===== config.mk =====
export PLATFORM = sky130hd
export DESIGN_NAME = insn_exec
export DESIGN_NICKNAME = d
export VERILOG_FILES = /design/src/common/exec_pkg.sv /design/src/rtl/file_ram.sv /design/src/rtl/insn_exec.sv
export SDC_FILE = /design/constraint.sdc
export NUM_CORES = 1
export LEC_CHECK = 0
export BUFFER_PORTS_ARGS = -buffer_cell sky130_fd_sc_hd__buf_2
export CAP_MARGIN = 40
export CORE_ASPECT_RATIO = 2
export CORE_UTILIZATION = 56
export DETAILED_ROUTE_END_ITERATION = 10
export PLACE_DENSITY = 0.75
export SYNTH_ARGS = -nofsm -noshare
export SYNTH_HDL_FRONTEND = slang
export SYNTH_SLANG_ARGS = --single-unit

===== constraint.sdc =====
create_clock -name clk -period 5.05 [get_ports clk]
set_input_delay 0.7575 -clock clk [delete_from_list [all_inputs] [get_ports clk]]
set_output_delay 0.7575 -clock clk [all_outputs]
set_load 0.02 [all_outputs]

===== src/common/exec_pkg.sv =====
// Purpose: Shared constants for the three-instruction execute block
// Assumes: 14-bit instruction words, 13-bit program counter, 8-bit file registers
// Notes:   Every opcode pattern and field position lives here once, with the PC reset value and the clear value
package exec_pkg;

  // Instruction word and datapath widths
  localparam int INSN_W      = 14;          // Instruction word width
  localparam int PC_W        = 13;          // Program counter width
  localparam int DATA_W      = 8;           // File register width
  localparam int FADDR_W     = 7;           // File register address width
  localparam int BIT_W       = 3;           // Bit-select field width
  localparam int K_W         = 11;          // Call immediate width
  localparam int FILE_DEPTH  = 128;         // Addressable file registers

  // Field positions inside the word
  localparam int FADDR_LSB   = 0;           // Register address field
  localparam int BIT_LSB     = 7;           // Bit-select field
  localparam int K_LSB       = 0;           // Call immediate field

  // Opcode patterns, compared against the top bits of the word
  localparam logic [3:0] OPC_SKIP  = 4'h7;  // Bits 13:10 of bit_set_skip
  localparam logic [2:0] OPC_CALL  = 3'h4;  // Bits 13:11 of call
  localparam logic [6:0] OPC_CLEAR = 7'h03; // Bits 13:7 of register_clear

  // Latch bits copied into the upper program counter on a call
  localparam int ULA_HI      = 4;
  localparam int ULA_LO      = 3;

  // Values written or reset
  localparam logic [DATA_W-1:0] CLEAR_VAL  = 8'h00;   // Written by register_clear
  localparam logic [PC_W-1:0]   PC_RST     = 13'h0000;
  localparam logic [PC_W-1:0]   PC_STEP    = 13'h0001;

  // Execute sequencer states, one-hot
  typedef enum logic [2:0]
  {
    ST_RUN  = 3'h1,   // Normal execution of the arriving word
    ST_TEST = 3'h2,   // A skip test decides the fate of this word
    ST_CALL = 3'h4    // Slot after a call, always discarded
  } exec_state_t;

endpackage : exec_pkg


===== src/rtl/file_ram.sv =====
// Purpose: File register storage with one write port and a registered read port
// Assumes: Single clock; write and read in the same cycle return the old data
// Notes:   Contents are not reset, as in a real register file
`timescale 1ns/1ps
`default_nettype none

module file_ram #(
  parameter int DEPTH  = 128,
  parameter int AW     = 7,
  parameter int DW     = 8
) (
  input  wire logic          clk,
  input  wire logic          we,
  input  wire logic [AW-1:0] waddr,
  input  wire logic [DW-1:0] wdata,
  input  wire logic          re,
  input  wire logic [AW-1:0] raddr,
  output var  logic [DW-1:0] rdata_q
);

  // The address must reach every word; DEPTH may lie anywhere from 1 up to the full address range
  if (DEPTH < 1 || DEPTH > (1 << AW))
  begin : g_depth_check
    $error("DEPTH does not fit the address width");
  end

  // Storage array
  logic [DW-1:0] mem [DEPTH];

  // Write port
  always_ff @(posedge clk)
  begin
    if (we)
    begin
      mem[waddr] <= wdata;
    end
  end

  // Read port; data holds until the next enabled read
  always_ff @(posedge clk)
  begin
    if (re)
    begin
      rdata_q <= mem[raddr];
    end
  end

endmodule : file_ram

`default_nettype wire


===== src/rtl/insn_exec.sv =====
// Purpose: Execute bit_set_skip, call and register_clear for an 8-bit core
// Assumes: One instruction word offered per cycle on insn_valid; other opcodes step the PC only
// Notes:   A discarded slot still consumes a valid word; its cycle shows as nop_q next cycle
`timescale 1ns/1ps
`default_nettype none

module insn_exec #(
  parameter int FILE_DEPTH = exec_pkg::FILE_DEPTH
) (
  input  wire logic                        clk,
  input  wire logic                        arst_n,
  input  wire logic                        insn_valid,
  input  wire logic [exec_pkg::INSN_W-1:0] insn,
  input  wire logic [7:0]                  upper_address_latch,
  input  wire logic                        zero_clr,
  input  wire logic                        ext_we,
  input  wire logic [exec_pkg::FADDR_W-1:0] ext_addr,
  input  wire logic [exec_pkg::DATA_W-1:0] ext_wdata,
  output var  logic [exec_pkg::PC_W-1:0]   pc_q,
  output var  logic                        push_q,
  output var  logic [exec_pkg::PC_W-1:0]   stack_top_q,
  output var  logic                        zero_q,
  output var  logic                        nop_q
);

  // The address field must be able to reach every file register
  if (FILE_DEPTH < exec_pkg::FILE_DEPTH || FILE_DEPTH > (1 << exec_pkg::FADDR_W))
  begin : g_depth_check
    $error("FILE_DEPTH must lie between 128 and the address range");
  end

  // Opcode recognisers, each used once by the decoder
  function automatic logic is_skip(input logic [exec_pkg::INSN_W-1:0] w);
    return w[13:10] == exec_pkg::OPC_SKIP;
  endfunction : is_skip

  function automatic logic is_call(input logic [exec_pkg::INSN_W-1:0] w);
    return w[13:11] == exec_pkg::OPC_CALL;
  endfunction : is_call

  function automatic logic is_clear(input logic [exec_pkg::INSN_W-1:0] w);
    return w[13:7] == exec_pkg::OPC_CLEAR;
  endfunction : is_clear

  // Sequencer and pending test state
  exec_pkg::exec_state_t           state_q;     // Current slot kind
  exec_pkg::exec_state_t           state_d;
  logic [exec_pkg::BIT_W-1:0]      test_bit_q;  // Bit under test
  logic [exec_pkg::PC_W-1:0]       pc_d;
  logic [exec_pkg::DATA_W-1:0]     rdata_q;     // Tested register contents

  // Field extraction
  wire [exec_pkg::FADDR_W-1:0] f_addr  = insn[exec_pkg::FADDR_LSB +: exec_pkg::FADDR_W];
  wire [exec_pkg::BIT_W-1:0]   f_bit   = insn[exec_pkg::BIT_LSB +: exec_pkg::BIT_W];
  wire [exec_pkg::K_W-1:0]     f_k     = insn[exec_pkg::K_LSB +: exec_pkg::K_W];

  // Slot classification: the tested bit is read one cycle after the skip word,
  // exactly when the already fetched next word arrives, so no stall is needed
  wire bit_hit  = rdata_q[test_bit_q];
  wire drop     = insn_valid && ((state_q == exec_pkg::ST_CALL) ||
                                 ((state_q == exec_pkg::ST_TEST) && bit_hit));
  wire run      = insn_valid && !drop;
  wire do_skip  = run && is_skip(insn);
  wire do_call  = run && is_call(insn);
  wire do_clear = run && is_clear(insn);

  // Call target and return address
  wire [exec_pkg::PC_W-1:0] call_target = {upper_address_latch[exec_pkg::ULA_HI:exec_pkg::ULA_LO], f_k};
  wire [exec_pkg::PC_W-1:0] pc_next     = pc_q + exec_pkg::PC_STEP;

  // File write port: the clear has priority over the outside write port
  wire                           ram_we    = do_clear || ext_we;
  wire [exec_pkg::FADDR_W-1:0]   ram_waddr = do_clear ? f_addr : ext_addr;
  wire [exec_pkg::DATA_W-1:0]    ram_wdata = do_clear ? exec_pkg::CLEAR_VAL : ext_wdata;

  // File register storage
  file_ram #(
    .DEPTH   (FILE_DEPTH),
    .AW      (exec_pkg::FADDR_W),
    .DW      (exec_pkg::DATA_W)
  ) u_file (
    .clk     (clk),
    .we      (ram_we),
    .waddr   (ram_waddr),
    .wdata   (ram_wdata),
    .re      (do_skip),
    .raddr   (f_addr),
    .rdata_q (rdata_q)
  );

  // Next state: a gap in the word stream freezes the sequencer
  always_comb
  begin
    state_d = state_q;
    if (!insn_valid)
    begin
      state_d = state_q;
    end
    else if (drop)
    begin
      state_d = exec_pkg::ST_RUN;
    end
    else if (do_call)
    begin
      state_d = exec_pkg::ST_CALL;
    end
    else if (do_skip)
    begin
      state_d = exec_pkg::ST_TEST;
    end
    else
    begin
      state_d = exec_pkg::ST_RUN;
    end
  end

  // Program counter: the slot after a call already holds the target,
  // while a skipped slot steps past the discarded word
  always_comb
  begin
    case (state_q)
      exec_pkg::ST_RUN, exec_pkg::ST_TEST, exec_pkg::ST_CALL:
      begin
        if (!insn_valid)
        begin
          pc_d = pc_q;
        end
        else if (drop && state_q == exec_pkg::ST_CALL)
        begin
          pc_d = pc_q;
        end
        else if (do_call)
        begin
          pc_d = call_target;
        end
        else
        begin
          pc_d = pc_next;
        end
      end
      default:
      begin
        pc_d = pc_q;
      end
    endcase
  end

  // Sequencer registers
  always_ff @(posedge clk or negedge arst_n)
  begin
    if (!arst_n)
    begin
      state_q    <= exec_pkg::ST_RUN;
      test_bit_q <= '0;
      pc_q       <= exec_pkg::PC_RST;
    end
    else
    begin
      state_q    <= state_d;
      pc_q       <= pc_d;
      if (do_skip)
      begin
        test_bit_q <= f_bit;
      end
    end
  end

  // Stack push: one-cycle strobe with the return address
  always_ff @(posedge clk or negedge arst_n)
  begin
    if (!arst_n)
    begin
      push_q      <= 1'b0;
      stack_top_q <= exec_pkg::PC_RST;
    end
    else
    begin
      push_q <= do_call;
      if (do_call)
      begin
        stack_top_q <= pc_next;
      end
    end
  end

  // Zero flag: the set wins over a clear in the same cycle; skip and call leave it alone
  always_ff @(posedge clk or negedge arst_n)
  begin
    if (!arst_n)
    begin
      zero_q <= 1'b0;
    end
    else if (do_clear)
    begin
      zero_q <= 1'b1;
    end
    else if (zero_clr)
    begin
      zero_q <= 1'b0;
    end
  end

  // Discard marker: high for one cycle after a word executed as no-operation
  always_ff @(posedge clk or negedge arst_n)
  begin
    if (!arst_n)
    begin
      nop_q <= 1'b0;
    end
    else
    begin
      nop_q <= drop;
    end
  end
endmodule : insn_exec

`default_nettype wire


==> flow_metrics.env, run 1 <==
export IMPL_synth_most_common_cell="edfxtp_1"
export IMPL_cts_hold_buffers_added=0
export IMPL_grt_ovfl_total=0
export IMPL_coreArea_um2=73700
export IMPL_yosysWarnings=0
export IMPL_dpl_instance_area_um2=43400
export IMPL_async_flop_share_pct=3.28
export IMPL_die_w_um=195
export IMPL_finalSetupViolCount=0
export IMPL_clock_skew_ns=0.0197
export IMPL_syn_avg_cell_area_um2=20.5
export IMPL_setup_ws_ns=1.21
export IMPL_ys_types=55
export IMPL_synthTopCellsByCount="1,032 x edfxtp_1, 256 x mux4_2, 178 x nor2_1, 145 x o22ai_1, 53 x clkbuf_1"
export IMPL_synthFlopType="edfxtp_1"
export IMPL_cts_root_buf="clkbuf_16"
export IMPL_vdd_ir_drop_max_mv=0.223
export IMPL_wire_per_inst_um=30.3
export IMPL_initial_core_util_pct=56.5
export IMPL_clkTransAtPathRegs_ns=0.07
export IMPL_io_pins=71
export IMPL_viasPerCell=6.67
export IMPL_maxCapViolations=0
export IMPL_synth_top_area_share_pct=74.4
export IMPL_routed_wl_um=94300
export IMPL_gp_congestion=0.926
export IMPL_layout_min_cycle_time_ns=3.84
export IMPL_die_height_um=388
export IMPL_antenna_found_initial=2
export IMPL_ctsLongestPathBuffers=3
export IMPL_max_slew_margin_pct=32.3
export IMPL_path_max_fanout=17
export IMPL_ys_top_cells_by_area="edfxtp_1 74%, mux4_2 14%, o22ai_1 2.2%"
export IMPL_cts_resized=0
export IMPL_p_leak_nw=14.4
export IMPL_num_vias=20786
export IMPL_grt_max_degree=116
export IMPL_grt_pass1_wl_um=140000
export IMPL_critPathLaunchType="flop"
export IMPL_fmax_mhz=260
export IMPL_netlist_area_um2=41600
export IMPL_pre_cts_ws_ns=1.00
export IMPL_cts_tree="yes"
export IMPL_synth_fp_nets=2077
export IMPL_drt_iter0_drc=1970
export IMPL_row_count=141
export IMPL_dp_hpwl_um=59600
export IMPL_fin_nets=2166
export IMPL_clkSinkCount=1067
export IMPL_syn_to_final_growth_pct=10.9
export IMPL_critical_path_required_ns=5.35
export IMPL_die_area_um2=75500
export IMPL_layout_drive_gt1_share_pct=25.0
export IMPL_synth_edf_count=1032
export IMPL_powerDensity_nw_per_um2=389
export IMPL_track_usage_pct=25.5
export IMPL_firstDrtPassIters=7
export IMPL_rsz0062_at_grt="no"
export IMPL_slew_violations=0
export IMPL_critPathKind="reg2reg"
export IMPL_hold_ws_ns=0.187
export IMPL_crit_path_end_kind="flop"
export IMPL_cts_made_buffers=82
export IMPL_synthCells=2034
export IMPL_synth_seq_area_share_pct=76.6
export IMPL_r2r_start="test_bit_q[1]"
export IMPL_grt_pass1_vias=21566
export IMPL_stdcell_area_um2=46200
export IMPL_synth_top_area_cell="edfxtp_1"
export IMPL_synth_seq_cells=1067
export IMPL_io_buffers=64
export IMPL_cts_setup_buffers=0
export IMPL_startpoint="test_bit_q[1]"
export IMPL_drc=0
export IMPL_htree_num_levels=3
export IMPL_fin_crit_sh_pct=76.0
export IMPL_hold_class="in2async"
export IMPL_clock_latency_ns=0.66
export IMPL_worstPathArrival_ns=4.14
export IMPL_tightest_slew_ns=1.02
export IMPL_ant_nets=0
export IMPL_status="finished, final reports clean"
export IMPL_hold_violations=0
export IMPL_power_total_w=0.0180
[power breakdown]
group	total [W]	internal (W)	leakage, nW	switching (W)
clock network	0.00671	0.00368	1.34	0.00303
logic	0.00131	0.000483	3.35	0.000823
registers	0.00994	0.00982	9.69	0.000119
[per-layer routing]
layer / up-vias / global-route usage, % / part of all wire, %
met5: - / 0 / 0.020
met4: 2 / 14.4 / 6.0
met3: 267 / 3.53 / 7.8
met2: 1180 / 45.4 / 54
met1: 10712 / 29.7 / 33
li1: 8625 / - / -
[kinds of logic (layout without fill, tap and decap cells)]
kind of cell	Yosys count	in the layout	synth area share (%)
AND/OR/NAND/NOR	341	341	3.90
XOR/XNOR	12	12	0.252
other	0	2	0
flip-flops	1067	1067	76.6
adder cells (fa/ha/maj)	1	1	0.0301
buffers and inverters	126	277	1.45
multiplexers	287	287	14.8
AO/OA/AOI/OAI	200	200	3.00
[cells in the final DEF (no fill, tap or decap), drive strengths merged, types with 12 or more instances in the layout]
master,n
nor4,40
bufinv,12
nor3,19
dfrtp,34
nor2,178
o21ai,22
nand2,39
inv,13
edfxtp,1032
mux2i,25
mux4,256
clkinv,34
nand2b,12
o22ai,145
a21oi,18
buf,119
clkbuf,96
nand3,14
[worst max-delay path, stage by stage (launching register included)]
cell and delay, ns:
dfrtp_1 0.47, mux2_2 0.37, o22ai_1 0.19, nor3_2 0.11, buf_4 0.19, nand4b_2 0.69, a21oi_4 1.02, nor2_1 0.44
[cell type report]
type,count,area (um2)
Antenna cell,2,5.00
Clock buffer,96,2150
Sequential cell,1067,31900
Timing Repair Buffer,120,1030
Inverter,11,46.3
Multi-Input combinational cell,841,9300
Clock inverter,50,596
Fill cell,4782,27600
Tap cell,929,1160
[path summary, 6_finish.rpt]
kind / endpoint / slack (ns) / cells past startpoint
worst max-delay path: u_file.mem[37][4] / 1.21 / 7
worst min-delay path: stack_top_q[2] / 0.19 / 1
worst max register to register: u_file.mem[37][4] / 1.21 / 7
worst min register to register: stack_top_q[6] / 0.48 / 2
max in group asynchronous: pc_q[5] / 4.35 / 1
min in group clk: zero_q / 0.30 / 2
[per-stage QoR]
stage | std cells | util (%) | TNS [ns]
after global placement | 2948 | 58.4 | 0
after global routing | 3114 | 62.6 | 0
final | 3116 | 62.6 | 0
after floorplan | 2034 | - | -461.18
after detailed placement | 2967 | 58.9 | 0
after CTS | 3113 | 62.6 | 0
[state kept, by name, indices dropped and copies added, names as in the netlist]
signal,cells
u_file.mem,1024
pc_q,13
stack_top_q,13
u_file.rdata_q,8
state_q,3
test_bit_q,3
nop_q,1
push_q,1
zero_q,1
No activity file was read; power rests on OpenSTA's default activity.
==> run 2: changes to the inputs <==
--- a/config.mk
+++ b/config.mk
@@ -5,12 +5,13 @@
 export SDC_FILE = /design/constraint.sdc
 export NUM_CORES = 1
 export LEC_CHECK = 0
+export ABC_AREA = 1
 export BUFFER_PORTS_ARGS = -buffer_cell sky130_fd_sc_hd__buf_2
 export CAP_MARGIN = 40
 export CORE_ASPECT_RATIO = 2
-export CORE_UTILIZATION = 56
+export CORE_UTILIZATION = 62
 export DETAILED_ROUTE_END_ITERATION = 10
-export PLACE_DENSITY = 0.75
+export PLACE_DENSITY = 0.79
 export SYNTH_ARGS = -nofsm -noshare
 export SYNTH_HDL_FRONTEND = slang
 export SYNTH_SLANG_ARGS = --single-unit
==> constraint.sdc (replaced) <==
create_clock -name clk -period 3.63 [get_ports clk]
set_input_delay 0.5445 -clock clk [delete_from_list [all_inputs] [get_ports clk]]
set_output_delay 0.5445 -clock clk [all_outputs]
set_load 0.02 [all_outputs]
==> run 2 against run 1 <==
Non-clock buffer count up 149. Clock skew down 0.0016 ns. Power up 37%. Sequential power up 39%. Clock power up 30%. Routed wire length up 16%. Register-to-register slack worse by 0.82 ns. Via count up 41%. Critical path depth up 6. Cell count up 49%. Worst setup slack worse by 0.82 ns. Combinational power up 63%. Highest routed layer is now met4.
==> flow_metrics.env, run 2 <==
export IMPL_dpl_cell_count=4491
export IMPL_ys_types=33
export IMPL_dp_hpwl_um=65200
export IMPL_cts_made_buffers=83
export IMPL_htree_num_levels=3
export IMPL_critPathKind="reg2reg"
export IMPL_vdd_ir_drop_max_mv=0.428
export IMPL_ys_top_cells_by_area="edfxtp_1 72%, o21ai_0 6.3%, nor2_1 5.7%"
export IMPL_finalSetupViolCount=0
export IMPL_die_w_um=188
export IMPL_synth_top_area_cell="edfxtp_1"
export IMPL_track_usage_pct=30.7
export IMPL_dpl_instance_area_um2=45400
export IMPL_cts_setup_buffers=0
export IMPL_path_max_fanout=20
export IMPL_critical_path_required_ns=3.99
export IMPL_synth_most_common_cell="edfxtp_1"
export IMPL_syn_to_final_growth_pct=11.4
export IMPL_async_flop_share_pct=3.28
export IMPL_final_cell_mix="1,032 x edfxtp_1, 655 x nor2_1, 540 x o21ai_0"
export IMPL_largest_register_ffs=1024
export IMPL_num_vias=29363
export IMPL_powerDensity_nw_per_um2=514
export IMPL_drc=0
export IMPL_num_antenna_cells=0
export IMPL_synth_seq_cells=1067
export IMPL_synthAdderAreaFrac_pct=0.0291
export IMPL_synth_top_area_share_pct=72.0
export IMPL_synthCells=3566
export IMPL_fin_setup_tns_ns=0
export IMPL_cts_tree="yes"
export IMPL_grt_max_degree=130
export IMPL_synth_fp_nets=3609
export IMPL_synth_seq_area_share_pct=74.0
export IMPL_row_count=136
export IMPL_status="finished, final reports clean"
export IMPL_synth_area_mux_share_pct=0
export IMPL_firstDrtPassIters=6
export IMPL_cts_root_buf="clkbuf_16"
export IMPL_yosysWarnings=0
export IMPL_gp_congestion=0.909
export IMPL_grt_pass1_wl_um=162000
export IMPL_layout_commonest_cell="edfxtp_1"
export IMPL_clkTransAtPathRegs_ns=0.07
export IMPL_die_height_um=375
export IMPL_layout_min_cycle_time_ns=3.24
export IMPL_wire_per_inst_um=23.6
export IMPL_synth_compound_area_share_pct=10.4
export IMPL_clkSinkCount=1067
export IMPL_netlist_area_um2=43000
export IMPL_drt_iter0_drc=3230
export IMPL_layout_drive_gt1_share_pct=11.2
export IMPL_synthSimpleGateAreaFrac_pct=12.7
export IMPL_synth_top_family_by_area="simple AND/OR/NAND/NOR gates"
export IMPL_coreArea_um2=68700
export IMPL_clock_skew_ns=0.0181
export IMPL_ant_nets=0
export IMPL_synth_edf_count=1032
export IMPL_rsz0062_at_grt="no"
export IMPL_largest_registers="u_file.mem x1024, pc_q x13, stack_top_q x13"
export IMPL_initial_core_util_pct=62.6
export IMPL_max_slew_margin_pct=37.7
export IMPL_viasPerCell=6.34
export IMPL_maxCapViolations=0
export IMPL_fmax_mhz=308
export IMPL_clock_latency_ns=0.65
export IMPL_tightest_slew_ns=0.934
export IMPL_top_register="u_file.mem"
export IMPL_fin_crit_sh_pct=89.4
export IMPL_p_leak_nw=16.4
export IMPL_routed_wl_um=109000
export IMPL_critPathLaunchType="flop"
export IMPL_hold_violations=0
export IMPL_die_area_um2=70600
export IMPL_slew_violations=0
export IMPL_fin_cells=4635
export IMPL_stdcell_area_um2=48000
export IMPL_antenna_found_initial=0
export IMPL_grt_pass1_vias=28894
export IMPL_fin_nets=3723
export IMPL_ctsLongestPathBuffers=3
export IMPL_grt_ovfl_total=0
export IMPL_synthFlopType="edfxtp_1"
export IMPL_synth_xor_area_share_pct=0.224
export IMPL_worstPathArrival_ns=3.60
export IMPL_io_pins=71
export IMPL_io_buffers=64
export IMPL_crit_path_end_kind="flop"
export IMPL_synthTopCellsByCount="1,032 x edfxtp_1, 655 x nor2_1, 540 x o21ai_0, 500 x nand2_1, 257 x o22ai_1"
export IMPL_hold_class="in2reg"
export IMPL_syn_avg_cell_area_um2=12.1
## run 2: final cells by class
class / count / area, um2
Fill cell: 4376 / 20800
Timing Repair Buffer: 269 / 2150
Multi-Input combinational cell: 2210 / 10100
Sequential cell: 1067 / 31900
Clock buffer: 94 / 2160
Inverter: 49 / 219
Tap cell: 897 / 1120
Clock inverter: 49 / 380
## run 2: through the flow
stage                     hold WS, ns  utilization, %  setup WS, ns  power (W)
after floorplan                 0.249               -         0.554     0.0153
after global placement          0.461            65.9         0.232     0.0160
after CTS                      0.0713            69.8         0.506     0.0246
after global routing            0.113            69.8         0.196     0.0253
final                          0.0899            69.8         0.386     0.0247
after detailed placement        0.467            66.1         0.170     0.0161
## run 2: cells by family (layout without fill, tap and decap cells)
logic type	count (synthesis)	after routing
AND/OR/NAND/NOR	1371	1371
XOR/XNOR	11	11
AO/OA/AOI/OAI	827	827
flip-flops	1067	1067
adder cells (fa/ha/maj)	1	1
buffers and inverters	289	461
## run 2: final timing paths
check / from / end / slack [ns] / cells past startpoint
min reg2reg: stack_top_q[6] / stack_top_q[6] / 0.48 / 2
min: zero_clr / zero_q / 0.09 / 2
max in group asynchronous: arst_n / pc_q[11] / 2.62 / 2
min in group asynchronous: arst_n / state_q[1] / 0.52 / 2
max: test_bit_q[0] / u_file.mem[48][2] / 0.39 / 13
max reg2reg: test_bit_q[0] / u_file.mem[48][2] / 0.39 / 13
## run 2: power by group
group          total, W  switching (W)  internal [W]
clock           0.00875        0.00412       0.00464
sequential       0.0138       0.000119        0.0137
combinational   0.00214        0.00155      0.000590
total            0.0247        0.00579        0.0189
## run 2: critical path: stages, from the launching register on
cell,delay [ns]
dfrtp_1,0.43
inv_2,0.08
nand2_1,0.07
nand3_1,0.07
nand3b_1,0.09
nand2_1,0.07
nand2_1,0.12
nand4_4,0.31
nand2_1,0.18
o21ai_2,0.11
nor2_2,0.50
nand2_1,0.37
nor2_1,0.32
buf_4,0.22
## run 2: layer usage
metal  track usage, %  part of all wire [%]  vias to the layer above
met5                0                     0                        -
met4             21.7                   7.3                        0
met3             4.55                   8.5                      375
met2             54.0                    52                     1737
met1             34.1                    33                    14174
li1                 -                     -                    13077
## run 2: what timing repair did
action,in CTS,in global routing
hold buffers,1,0
hold endpoints to repair,34,0
gates resized for setup,0,0
